<file path="src/common/switch_prio_regen_learn_irq_consts.vh">
// Function
// - port 2 table holds eight 3-bit fields, priority n at bits 3n+2:3n
// - received port 2 VLAN priority is replaced by its table entry for queue choice
// - after reset every table entry equals its own index, 7h down to 0h
// - per-port 32-bit counter of source addresses not learned or overwritten
// - reading a learn-discard counter returns the count and clears it; resets to zero
// - learn-discard counters stop at all ones and never wrap
// - mask bit 0 blocks all switch interrupts when set; resets set
// - mask only stops propagation; pending bits keep capturing events
// - pending status is one register; a read clears it but keeps events of the read cycle
`ifndef SWITCH_PRIO_REGEN_LEARN_IRQ_CONSTS_VH
`define SWITCH_PRIO_REGEN_LEARN_IRQ_CONSTS_VH

`define ADDR_W                16
`define REG_REGEN_TABLE_P2    16'h1857
`define REG_LEARN_DISCARD_P0  16'h1858
`define REG_LEARN_DISCARD_P1  16'h1859
`define REG_LEARN_DISCARD_P2  16'h185a
`define REG_IRQ_MASK          16'h1880
`define REG_IRQ_PENDING       16'h1881

`define PRIO_W                3
`define PRIO_COUNT            8
`define REGEN_TABLE_W         24
`define REGEN_TABLE_RESET     24'hfa_c688
`define LEARN_COUNT_W         32
`define LEARN_COUNT_RESET     32'h0000_0000
`define LEARN_COUNT_MAX       32'hffff_ffff
`define IRQ_MASK_BIT          0
`define IRQ_MASK_RESET        1'h1
`define DATA_W                32

`endif

</file>
<file path="src/hw/learn_discard_counter.v">
`timescale 1ns/100ps
`default_nettype none
`include "switch_prio_regen_learn_irq_consts.vh"

module learn_discard_counter (
    input  wire                        clock,      // core clock
    input  wire                        rst,        // synchronous reset
    input  wire                        discard,    // one address not learned or overwritten
    input  wire                        read_clear, // software read of this counter
    output reg  [`LEARN_COUNT_W-1:0]   count_r     // current count
);

    reg [`LEARN_COUNT_W-1:0] count_nxt;

    always @* begin
        count_nxt = count_r;
        if (read_clear) begin
            // an event in the read cycle is not lost: it starts the new count
            count_nxt = discard ? {{(`LEARN_COUNT_W-1){1'b0}}, 1'b1} : `LEARN_COUNT_RESET;
        end else if (discard && count_r != `LEARN_COUNT_MAX) begin
            count_nxt = count_r + {{(`LEARN_COUNT_W-1){1'b0}}, 1'b1};
        end
    end

    always @(posedge clock) begin
        if (rst) begin
            count_r <= `LEARN_COUNT_RESET;
        end else begin
            count_r <= count_nxt;
        end
    end

endmodule
`default_nettype wire

</file>
<file path="src/hw/switch_prio_regen_learn_irq.v">
`timescale 1ns/100ps
`default_nettype none
`include "switch_prio_regen_learn_irq_consts.vh"

module switch_prio_regen_learn_irq #(
    parameter IRQ_W = 16                              // number of switch interrupt sources
) (
    input  wire                       clock,           // core clock, 40 MHz
    input  wire                       rst,             // synchronous reset, active high
    input  wire [`ADDR_W-1:0]         reg_addr,        // register number
    input  wire                       reg_wr,          // write strobe
    input  wire                       reg_rd,          // read strobe
    input  wire [`DATA_W-1:0]         reg_wdata,       // write data
    output reg  [`DATA_W-1:0]         reg_rdata,       // read data
    output reg                        reg_rvalid,      // read data valid pulse
    input  wire                       rx_prio_valid,   // port 2 frame priority valid
    input  wire [`PRIO_W-1:0]         rx_prio,         // received VLAN priority
    output reg                        regen_prio_valid, // regenerated priority valid
    output reg  [`PRIO_W-1:0]         regen_prio,      // priority for queue choice
    input  wire [2:0]                 learn_discard,   // per-port discard events
    input  wire [IRQ_W-1:0]           irq_event,       // switch interrupt events
    output reg                        irq_request      // switch interrupt request
);

    ////////////////////////////////////////////////////////////////////////////
    // helpers

    function [`PRIO_W-1:0] prio_field;
        input [`REGEN_TABLE_W-1:0] tbl;
        input [`PRIO_W-1:0]        index;
        begin
            prio_field = tbl[index*`PRIO_W +: `PRIO_W];
        end
    endfunction

    function hit;
        input [`ADDR_W-1:0] addr;
        input [`ADDR_W-1:0] target;
        begin
            hit = (addr == target);
        end
    endfunction

    ////////////////////////////////////////////////////////////////////////////
    // registers

    reg  [`REGEN_TABLE_W-1:0] regen_table_r;
    reg  [`REGEN_TABLE_W-1:0] regen_table_nxt;
    reg                       irq_mask_r;
    reg                       irq_mask_nxt;
    reg  [IRQ_W-1:0]          pending_r;
    reg  [IRQ_W-1:0]          pending_nxt;
    reg  [`DATA_W-1:0]        rdata_nxt;
    wire [`LEARN_COUNT_W-1:0] count0;
    wire [`LEARN_COUNT_W-1:0] count1;
    wire [`LEARN_COUNT_W-1:0] count2;
    wire [2:0]                count_clear;

    wire rd_pending = reg_rd && hit(reg_addr, `REG_IRQ_PENDING);

    assign count_clear[0] = reg_rd && hit(reg_addr, `REG_LEARN_DISCARD_P0);
    assign count_clear[1] = reg_rd && hit(reg_addr, `REG_LEARN_DISCARD_P1);
    assign count_clear[2] = reg_rd && hit(reg_addr, `REG_LEARN_DISCARD_P2);

    always @* begin
        regen_table_nxt = regen_table_r;
        irq_mask_nxt    = irq_mask_r;
        if (reg_wr && hit(reg_addr, `REG_REGEN_TABLE_P2)) begin
            regen_table_nxt = reg_wdata[`REGEN_TABLE_W-1:0];
        end
        if (reg_wr && hit(reg_addr, `REG_IRQ_MASK)) begin
            irq_mask_nxt = reg_wdata[`IRQ_MASK_BIT];
        end
    end

    // live status keeps catching events regardless of the mask; a read hands
    // the current set to software and restarts from events of that same cycle
    always @* begin
        if (rd_pending) begin
            pending_nxt = irq_event;
        end else begin
            pending_nxt = pending_r | irq_event;
        end
    end

    always @* begin
        rdata_nxt = {`DATA_W{1'b0}};
        case (reg_addr)
            `REG_REGEN_TABLE_P2:   rdata_nxt = {{(`DATA_W-`REGEN_TABLE_W){1'b0}},
                                                regen_table_r};
            `REG_LEARN_DISCARD_P0: rdata_nxt = count0;
            `REG_LEARN_DISCARD_P1: rdata_nxt = count1;
            `REG_LEARN_DISCARD_P2: rdata_nxt = count2;
            `REG_IRQ_MASK:         rdata_nxt = {{(`DATA_W-1){1'b0}}, irq_mask_r};
            `REG_IRQ_PENDING:      rdata_nxt = {{(`DATA_W-IRQ_W){1'b0}}, pending_r};
            default:               rdata_nxt = {`DATA_W{1'b0}};
        endcase
    end

    always @(posedge clock) begin
        if (rst) begin
            regen_table_r    <= `REGEN_TABLE_RESET;
            irq_mask_r       <= `IRQ_MASK_RESET;
            pending_r        <= {IRQ_W{1'b0}};
            reg_rdata        <= {`DATA_W{1'b0}};
            reg_rvalid       <= 1'b0;
            regen_prio       <= {`PRIO_W{1'b0}};
            regen_prio_valid <= 1'b0;
            irq_request      <= 1'b0;
        end else begin
            regen_table_r    <= regen_table_nxt;
            irq_mask_r       <= irq_mask_nxt;
            pending_r        <= pending_nxt;
            reg_rdata        <= reg_rd ? rdata_nxt : {`DATA_W{1'b0}};
            reg_rvalid       <= reg_rd;
            regen_prio       <= prio_field(regen_table_r, rx_prio);
            regen_prio_valid <= rx_prio_valid;
            irq_request      <= (|pending_r) && !irq_mask_r;
        end
    end

    ////////////////////////////////////////////////////////////////////////////
    // learn-discard counters

    genvar p;
    generate
        for (p = 0; p < 3; p = p + 1) begin : g_count
            wire [`LEARN_COUNT_W-1:0] value;
            learn_discard_counter u_count (
                .clock      (clock),
                .rst        (rst),
                .discard    (learn_discard[p]),
                .read_clear (count_clear[p]),
                .count_r    (value)
            );
        end
    endgenerate

    assign count0 = g_count[0].value;
    assign count1 = g_count[1].value;
    assign count2 = g_count[2].value;

endmodule
`default_nettype wire

</file>
<file path="config.mk">
export PLATFORM = sky130hd
export DESIGN_NAME = switch_prio_regen_learn_irq
export DESIGN_NICKNAME = d
export VERILOG_FILES = /design/src/hw/learn_discard_counter.v /design/src/hw/switch_prio_regen_learn_irq.v
export VERILOG_INCLUDE_DIRS = /design/src /design/src/common
export SDC_FILE = /design/constraint.sdc
export NUM_CORES = 1
export LEC_CHECK = 0
export BUFFER_PORTS_ARGS = -buffer_cell sky130_fd_sc_hd__buf_4
export CAP_MARGIN = 10
export CORE_ASPECT_RATIO = 2
export CORE_MARGIN = 4
export CORE_UTILIZATION = 50
export DETAILED_ROUTE_END_ITERATION = 10
export GPL_ROUTABILITY_DRIVEN = 0
export PLACE_DENSITY = 0.79
export SYNTH_ARGS = -nofsm -noshare
export SYNTH_HDL_FRONTEND = slang
export SYNTH_HIERARCHICAL = 1
export SYNTH_SLANG_ARGS = --single-unit
</file>
<file path="constraint.sdc">
create_clock -name clock -period 3.7 [get_ports clock]
set_input_delay 0.74 -clock clock [delete_from_list [all_inputs] [get_ports clock]]
set_output_delay 0.74 -clock clock [all_outputs]
set_load 0.05 [all_outputs]
</file>
==> run metrics, run 1 <==
Syn. warnings 6; largest area contributor in the netlist dfxtp_1; largest net degree at the start of global routing 66; crit-path max FO 15; final setup violation count 0; worst path cell trace buf_4, nor4bb_4, nand4_1, or2_1, nor3_1, buf_4, or2_2, buf_4, a21oi_1; row count 69; CTS resizes 0; setup TNS 0 ns; DRC viols 0; Critical Path Most Common Cell buf_4; total CTS buffers 17; reg2reg end g_count[0].u_count/count_r[19]; CTS tree yes; crit path max-delay cell type nor4bb_4; 1st-iter DRT viols 580; post-CTS setup buffer count 0; highest clock rate 343 MHz; Main synth FF type dfxtp_1; routed len/inst 21.4 um; Worst setup EP type flop; layout cells sized above 1 18.0%; critical path launch point type primary input; actual slew at the worst max-slew pin 1.08 ns; Hold WC Path Type reg2reg; post-synthesis sequential area ratio 38.2%; DP Area 0.0100 mm^2; core area 0.0179 mm^2; Post-synth ARST share 0%; max incr delay on CP 0.45 ns; Power Density 376 mW/mm^2; Synth area leaders dfxtp_1 (38%), a21oi_1 (4.5%), mux2i_1 (4.3%), nand3_1 (3.4%), nor2_1 (2.9%); Post-Synthesis Cell Area 0.00918 mm^2; Clock Skew 0.0112 ns; RR Startpoint g_count[0].u_count/count_r[0]; non-filler cells in the finished layout 1350; DR vias 9034; die height 200 um; die width 104 um; fin. max-slew vios 0; Power, Total 4.00 mW; max cap viols 0; vias in the first global route 8945; Pleak 3.78 nW; worst-skew pair later-pin latency 0.44 ns; maximum root-to-sink buffer count 2; vias per cell 6.69; post-layout minimum cycle time 2.91 ns; io pins 113; Final #Nets 1202; # diodes 0; clk slew on worst S/H paths 0.07 ns; DP HPWL 21.8 mm; HP Start irq_mask_r; # H-tree levels 4; Initial Util 51.3%; Pre-antenna DRT Iters 5; GRT overflow 0; worst hold margin 0.462 ns; area share of the largest cell type after synthesis 38.2%; worst path required time 4.01 ns; Critical Path AT 3.22 ns; setup slack, reg-to-reg 1.09 ns; post-route cell area 0.0106 mm^2; first-pass GRT wire length 45.4 mm; maximum vdd drop 0.231 mV; IO buf count 104; Slew HR 27.7%; status finished clean; synthesized area per cell 8.73 um^2; Hold Fails Final Rpt 0; final antenna-violating net count 0; clk sinks 175; WHS Path Cells 1; Total GRT Usage 27.6%; Die Footprint 0.0207 mm^2; Cells after DPL 1318; initial antenna violation count 0; Reg2Reg Depth 5; Post-Syn Instances 1051; Post-Route WL 28.9 mm; Area Growth Syn to Fin 15.9%; EDFF count, synth 0; Crit Path Category in2reg; Final period util 78.7%; post-synth cell types 69; synthesized flop and latch total 175; Hold EP irq_request; Synthesized Nets 1129; hold_buf cts 0; clock root buffer clkbuf_16; RSZ-0062 raised after global routing no
-- logic make-up (layout without fill, tap and decap cells) --
group           Yosys count  count (layout)  share of synthesized area (%)
compound gates          299             299                           21.8
buf+inv                  91             177                           4.60
xor+xnor                 21              21                           2.00
simple gates            417             417                           27.3
flops                   175             175                           38.2
fa+ha+maj                 3               3                          0.409
mux                      45              45                           5.73
-- stage by stage --
stage | util [%] | worst slack [ns]
floorplan | - | 0.677
finish | 59.5 | 0.787
global placement | 56.2 | 0.492
global route | 59.5 | 0.720
CTS | 59.5 | 0.862
detailed placement | 56.2 | 0.416
-- metal layers --
metal	vias to the layer above	share of wire (%)	global-route usage, %
met2	405	53	51.4
met3	154	5.4	5.82
met4	0	9.5	25.3
li1	4155	-	-
met5	-	0	0
met1	4320	33	24.7
-- worst max-delay path by stage --
stage                       from  slack (ns)  cells past startpoint                        endpoint
finish              reg_addr[10]        0.79                      9  g_count[0].u_count/count_r[29]
global route        reg_addr[10]        0.72                      9  g_count[0].u_count/count_r[31]
floorplan           reg_addr[10]        0.68                     10  g_count[0].u_count/count_r[10]
CTS                 reg_addr[10]        0.86                      9  g_count[0].u_count/count_r[29]
detailed placement  reg_addr[10]        0.42                      9  g_count[0].u_count/count_r[29]
global placement    reg_addr[10]        0.49                      9  g_count[0].u_count/count_r[27]
-- sequential cells by signal, summed over array words and instances, names as in the netlist --
name                     cells
regen_prio_valid             1
irq_request                  1
irq_mask_r                   1
g_count.u_count/count_r     96
pending_r                   16
regen_prio                   3
reg_rvalid                   1
reg_rdata                   32
regen_table_r               24
-- placed cells by master (no fill, tap or decap), drive strengths merged, types with 24 or more instances in the layout --
master  count
or3        38
dfxtp     175
mux2i      39
nand3      66
nor2       73
nor3       24
nand4      38
a22oi      27
buf       119
inv        30
o21ai      73
nand2      52
and3       27
a21oi      91
-- final cells by class --
type,count,area (um^2)
fillers,1558,7230
multi-input cells,785,5280
flip-flops and latches,175,3500
repair buffers,119,893
clock buffers,19,443
well taps,213,267
clock inverters,13,155
inverters,26,97.6
-- Yosys cell counts, drive strengths merged (3+ instances only) --
library cell / number
or3: 38
mux2i: 39
o31ai: 15
nand4: 38
a22oi: 27
a21oi: 91
o211ai: 12
and2: 10
o2bb2ai: 15
and3: 27
xor2: 12
dfxtp: 175
a211o: 12
and4: 17
a41oi: 3
xnor2: 9
clkbuf: 38
ha: 3
nor2b: 5
o22a: 8
buf: 27
nand4b: 10
nor4: 16
o21ai: 73
a31oi: 6
o2111ai: 3
nand3b: 4
o41ai: 12
or4: 19
a41o: 3
inv: 26
nand3: 66
a211oi: 15
mux4: 6
or2: 8
nor2: 73
nor3: 24
nand2: 52
-- power breakdown --
part	internal, mW	leakage, nW	switching, mW	total, mW
Combinational	0.0993	2.08	0.133	0.232
Clock	1.03	0.283	0.813	1.84
Sequential	1.90	1.42	0.0235	1.93
Total	3.03	3.78	0.970	4.00
-- critical path, delay by kind of cell --
kind / cells / cell delay, ns
AND/OR/NAND/NOR: 5 / 1.78
buffers and inverters: 3 / 0.62
AO/OA/AOI/OAI: 1 / 0.07
Note: power is estimated with default switching activity, not from simulation.
==> run 2: changes to the inputs <==
- clock period: 3.7 -> 2.8 ns (I/O delays scaled with it)
==> run 2 against run 1 <==
  * Clock skew shrank 0.0011 ns
  * Utilization grew 1.5 points
  * Cell area grew 2.5%
  * Sequential power grew 32%
  * Register-to-register slack lost 0.48 ns
  * Total power grew 34%
  * Die area is the same
  * Sequential share of layout area shrank 0.79 points
  * Critical endpoint is now g_count[2].u_count/count_r[8]
==> run metrics, run 2 (synthesis results as in run 1) <==
crit-path max FO 7; layout cells sized above 1 20.1%; Worst setup EP type flop; worst path required time 3.12 ns; final setup violation count 0; setup TNS 0 ns; # H-tree levels 4; die height 200 um; vias in the first global route 8832; die width 104 um; critical path launch point type primary input; Hold Fails Final Rpt 0; Slew HR 45.2%; CTS tree yes; # diodes 0; post-layout minimum cycle time 2.27 ns; commonest non-fill, non-tap cell in the layout dfxtp_1; Total GRT Usage 28.5%; RSZ-0062 raised after global routing no; fillers 1544; vias per cell 6.61; post-CTS setup buffer count 0; total CTS buffers 17; maximum vdd drop 0.449 mV; worst-skew pair later-pin latency 0.43 ns; highest clock rate 440 MHz; IO buf count 104; max cap viols 0; core area 0.0179 mm^2; Crit Path Category in2reg; GRT overflow 0; Reg with most FFs g_count.u_count/count_r; hold_buf cts 0; first-pass GRT wire length 46.7 mm; Power Density 493 mW/mm^2; Final period util 81.1%; Hold WC Path Type in2reg; max incr delay on CP 0.39 ns; clock root buffer clkbuf_16; DR vias 9112; Post-Route WL 29.8 mm; clk slew on worst S/H paths 0.06 ns; Top Registers g_count.u_count/count_r x96, reg_rdata x32, regen_table_r x24; commonest non-fill, non-tap cells in the layout dfxtp_1 (175), buf_4 (148), a21oi_1 (81); number of flip-flops in the largest register 96; Initial Util 51.3%; Final #Nets 1232; CTS resizes 0; fin. max-slew vios 0; Pre-antenna DRT Iters 6; initial antenna violation count 0; status finished clean; DP HPWL 22.4 mm; io pins 113; worst path cell trace buf_4, nor4bb_4, nand4_1, or2_1, nor2b_1, nor2_1, nand2_1, a31oi_1, a41o_1; Area Growth Syn to Fin 18.8%; final antenna-violating net count 0; Final Util 61.0%; Critical Path AT 2.59 ns; row count 69; crit path max-delay cell type nor4bb_4; actual slew at the worst max-slew pin 0.819 ns; Clock Skew 0.0101 ns; clk sinks 175; routed len/inst 21.6 um; DRC viols 0; 1st-iter DRT viols 696; Pleak 3.96 nW; largest net degree at the start of global routing 49; family with the most delay on the worst path simple AND/OR/NAND/NOR gates; CP bufs+invs 1; Die Footprint 0.0207 mm^2; maximum root-to-sink buffer count 2
run 2: changes by cell type in the layout (fill, tap and decap cells not counted), sizes merged:
cell and change:
bufinv +1, inv -3, buf +30, clkinv -1, clkbuf +3, clkinvlp -2
run 2: worst paths after layout:
kind                                       start                        endpoint  slack (ns)  cells past startpoint
setup / recovery                    reg_addr[10]   g_count[2].u_count/count_r[8]        0.53                      9
hold reg to reg                       irq_mask_r                     irq_request        0.48                      1
hold / removal                     rx_prio_valid                regen_prio_valid        0.35                      2
setup reg to reg  g_count[1].u_count/count_r[13]  g_count[1].u_count/count_r[29]        0.61                      6
run 2: power by group:
group          switching [mW]  internal (mW)  leakage (nW)
sequential             0.0261           2.52          1.42
clock                   0.986           1.52         0.305
combinational           0.185          0.143          2.24
total                    1.20           4.18          3.96
run 2: metal layers:
layer | share of wire, % | up-vias | track usage (%)
met5 | 0 | - | 0
met4 | 8.9 | 0 | 23.6
met3 | 4.8 | 140 | 4.85
met2 | 53 | 411 | 54.4
met1 | 33 | 4340 | 26.1
li1 | - | 4221 | -
run 2: cell type report:
class	instances	area, um^2	area share (%)
Clock inverter	8	129	1.18
Sequential cell	175	3500	32.1
Inverter	26	97.6	0.895
Tap cell	213	267	2.45
Timing Repair Buffer	149	1130	10.4
Multi-Input combinational cell	785	5280	48.4
Clock buffer	22	494	4.53
run 2: worst register-to-register path: stages, from the launching register on:
cell and delay (ns):
dfxtp_1 0.45, and4_1 0.36, nand2_1 0.21, nor4_4 0.63, buf_4 0.25, o41ai_1 0.08, a21oi_1 0.14
run 2: stage by stage:
step,area [um^2],cells,power [mW],hold WS [ns],setup slack [ns]
floorplan,9180,1051,2.76,0.413,0.00208
global placement,10300,1348,2.91,0.455,0.195
detailed placement,10300,1348,2.92,0.457,0.143
CTS,10900,1378,5.39,0.342,0.574
global route,10900,1378,5.52,0.348,0.314
finish,10900,1378,5.38,0.355,0.530
==> run 3: changes to the inputs <==
- ABC_AREA: unset -> 1
- PLACE_DENSITY: 0.79 -> 0.81
- clock period: 2.8 -> 2.08 ns (I/O delays scaled with it)
==> run 3 against run 2 <==
  * Critical path depth is 3 higher
  * Worst setup slack worse by 0.40 ns
  * Clock skew is 0.0014 ns lower
  * First-iteration DRC count is 26% higher
  * Final cell count is 63% higher
  * Critical path type is now reg2reg
  * Largest power group unchanged
==> run metrics, run 3 <==
clk slew on worst S/H paths 0.08 ns; Cells after DPL 2209; Area Growth Syn to Fin 22.7%; fin. max-slew vios 0; area of the multi-input gates 0.00615 mm^2; setup slack, reg-to-reg 0.13 ns; setup TNS 0 ns; non-filler cells in the finished layout 2243; 1st-iter DRT viols 874; vias per cell 5.66; die height 215 um; io pins 113; critical path launch point type flop; total CTS buffers 17; synthesized area per cell 6.09 um^2; vias in the first global route 12.2k; synthesized flop and latch total 175; CTS tree yes; Post-Synth Simple-Gate Area 47.3%; DP HPWL 29.8 mm; Power Density 563 mW/mm^2; max incr delay on CP 0.34 ns; Pre-antenna DRT Iters 8; Synthesized Nets 1840; Reg2Reg Depth 12; largest family of logic cells by synthesized area simple AND/OR/NAND/NOR gates; hold_buf cts 0; worst-skew pair later-pin latency 0.45 ns; xor/xnor cell area share of the yosys netlist 0.490%; largest net degree at the start of global routing 32; RR Startpoint g_count[0].u_count/count_r[1]; crit path max-delay cell type dfxtp_1; Syn. warnings 6; core area 0.0210 mm^2; reg2reg end g_count[0].u_count/count_r[20]; post-layout minimum cycle time 1.95 ns; Crit Path Category reg2reg; first-pass GRT wire length 60.8 mm; Post-Synth Adder-Cell Area 0.350%; final antenna-violating net count 0; maximum root-to-sink buffer count 2; max cap viols 0; post-synthesis compound-gate area fraction 9.02%; Initial Util 51.1%; Total GRT Usage 31.8%; Synth area leaders dfxtp_1 (33%), nand2_1 (17%), nand3_1 (13%), nor2_1 (9.6%), inv_1 (6.6%); maximum vdd drop 0.476 mV; worst path cell trace ha_2, nand2_2, nor2_4, nand2_4, nor2_8, nand2_4, nand2_8, buf_6, nand2_1, nand2_1, nand2_1, inv_1; post-synthesis mux area share 0%; Hold EP regen_table_r[19]; largest area contributor in the netlist dfxtp_1; routed len/inst 17.2 um; # diodes 0; CP bufs+invs 2; # H-tree levels 4; status finished clean; final setup violation count 0; actual slew at the worst max-slew pin 0.830 ns; DR vias 12.7k; most frequent cells after synthesis nand2_1 (475), nand3_1 (280), nor2_1 (275); Die Footprint 0.0240 mm^2; Final period util 93.8%; Clock Skew 0.00869 ns; Post-Syn Instances 1762; Main synth FF type dfxtp_1; Storage cell area 0.00350 mm^2; IO buf count 104; GRT overflow 0; Final #Nets 2039; number of flip-flops in the largest register 96; Top Registers g_count.u_count/count_r x96, reg_rdata x32, regen_table_r x24; Reg with most FFs g_count.u_count/count_r; fillers 1930; DRC viols 0; cell with the most instances after synthesis nand2_1; Post-Synthesis Cell Area 0.0107 mm^2; highest clock rate 513 MHz; Pleak 5.83 nW; Post-Route WL 38.7 mm; commonest non-fill, non-tap cells in the layout nand2_1 (474), nand3_1 (280), nor2_1 (273); Critical Path Most Common Cell nand2_1; Hold Fails Final Rpt 0; post-synthesis sequential area ratio 32.6%; worst path required time 2.48 ns; WHS Path Cells 3; post-synth cell types 33; crit-path max FO 12; row count 75; area share of the largest cell type after synthesis 32.6%; Slew HR 44.5%; Post-synth ARST share 0%; Critical Path AT 2.35 ns; layout cells sized above 1 17.2%; clock root buffer clkbuf_16; family with the most delay on the worst path simple AND/OR/NAND/NOR gates; Hold WC Path Type in2reg; clk sinks 175; commonest non-fill, non-tap cell in the layout nand2_1; HP Start reg_wdata[19]; Worst setup EP type flop; EDFF count, synth 0; initial antenna violation count 0; die width 112 um; Power, Total 7.41 mW
run 3: cell types whose count changed after synthesis, moves of 18 or more:
cell / change
nand2_1: +426
nand3_1: +217
nor2_1: +205
inv_1: +164
mux2i_1: -39
or3_1: -37
o21ai_1: -33
o21ai_0: +31
a22oi_1: -27
and3_1: -27
or4_1: -18
run 3: tightest hold or removal path, cell delays in order:
cell and delay (ns):
buf_4 0.08, nand2_1 0.04, nand3_1 0.05
run 3: cell families (layout without fill, tap and decap cells):
| group | after synthesis | in the layout |
|---|---|---|
| and+or+nand+nor | 1140 | 1140 |
| DFF | 175 | 175 |
| AOI/OAI and AO/OA | 184 | 184 |
| adders and majority gates | 3 | 3 |
| xor gates and xnor gates | 6 | 6 |
| buffers and inverters | 254 | 466 |
run 3: per-stage QoR:
step	util, %	instance area (um^2)	worst slack [ns]	hold WS [ns]
4_1_cts	62.5	13100	0.0252	0.158
3_3_place_gp	59.7	12500	-0.210	0.468
5_1_grt	62.6	13200	-0.0153	0.166
2_1_floorplan	-	10700	0.0153	0.439
6_report	62.6	13200	0.129	0.163
3_5_place_dp	59.7	12500	-0.232	0.469
run 3: worst max path at each step:
stage	start	to	slack (ns)	cells after the start
after detailed placement	reg_addr[6]	g_count[2].u_count/count_r[14]	-0.23	12
after global routing	g_count[0].u_count/count_r[1]	g_count[0].u_count/count_r[30]	-0.02	12
after CTS	g_count[0].u_count/count_r[1]	g_count[0].u_count/count_r[26]	0.03	10
final	g_count[0].u_count/count_r[1]	g_count[0].u_count/count_r[20]	0.13	12
after floorplan	reg_addr[6]	g_count[1].u_count/count_r[2]	0.02	14
after global placement	reg_addr[6]	g_count[2].u_count/count_r[15]	-0.21	12
run 3: final cells by class:
type                       count  area share (%)
multi-input combinational   1333            46.7
sequential                   175            26.6
timing repair buffer         242            14.1
inverter                     192            5.48
clock buffer                  17            3.23
tap                          269            2.56
clock inverter                15            1.31
run 3: report_power, final:
group | total (mW) | internal, mW | switching, mW
logic | 0.598 | 0.246 | 0.352
clock network | 3.34 | 1.81 | 1.53
registers | 3.47 | 3.41 | 0.0618
total | 7.41 | 5.47 | 1.94
run 3: per-layer routing:
layer	vias to the layer above	track usage, %	wire length (um)
met5	-	0	0
met4	0	29.4	4430
met3	272	5.88	2530
met2	691	56.5	19300
met1	5694	30.2	12400
li1	6040	-	-
run 3: timing repair:
action,CTS,global route
resized for setup,0,5
setup endpoints to repair,0,22
buffers inserted,0,2
endpoints found under the hold margin,0,0
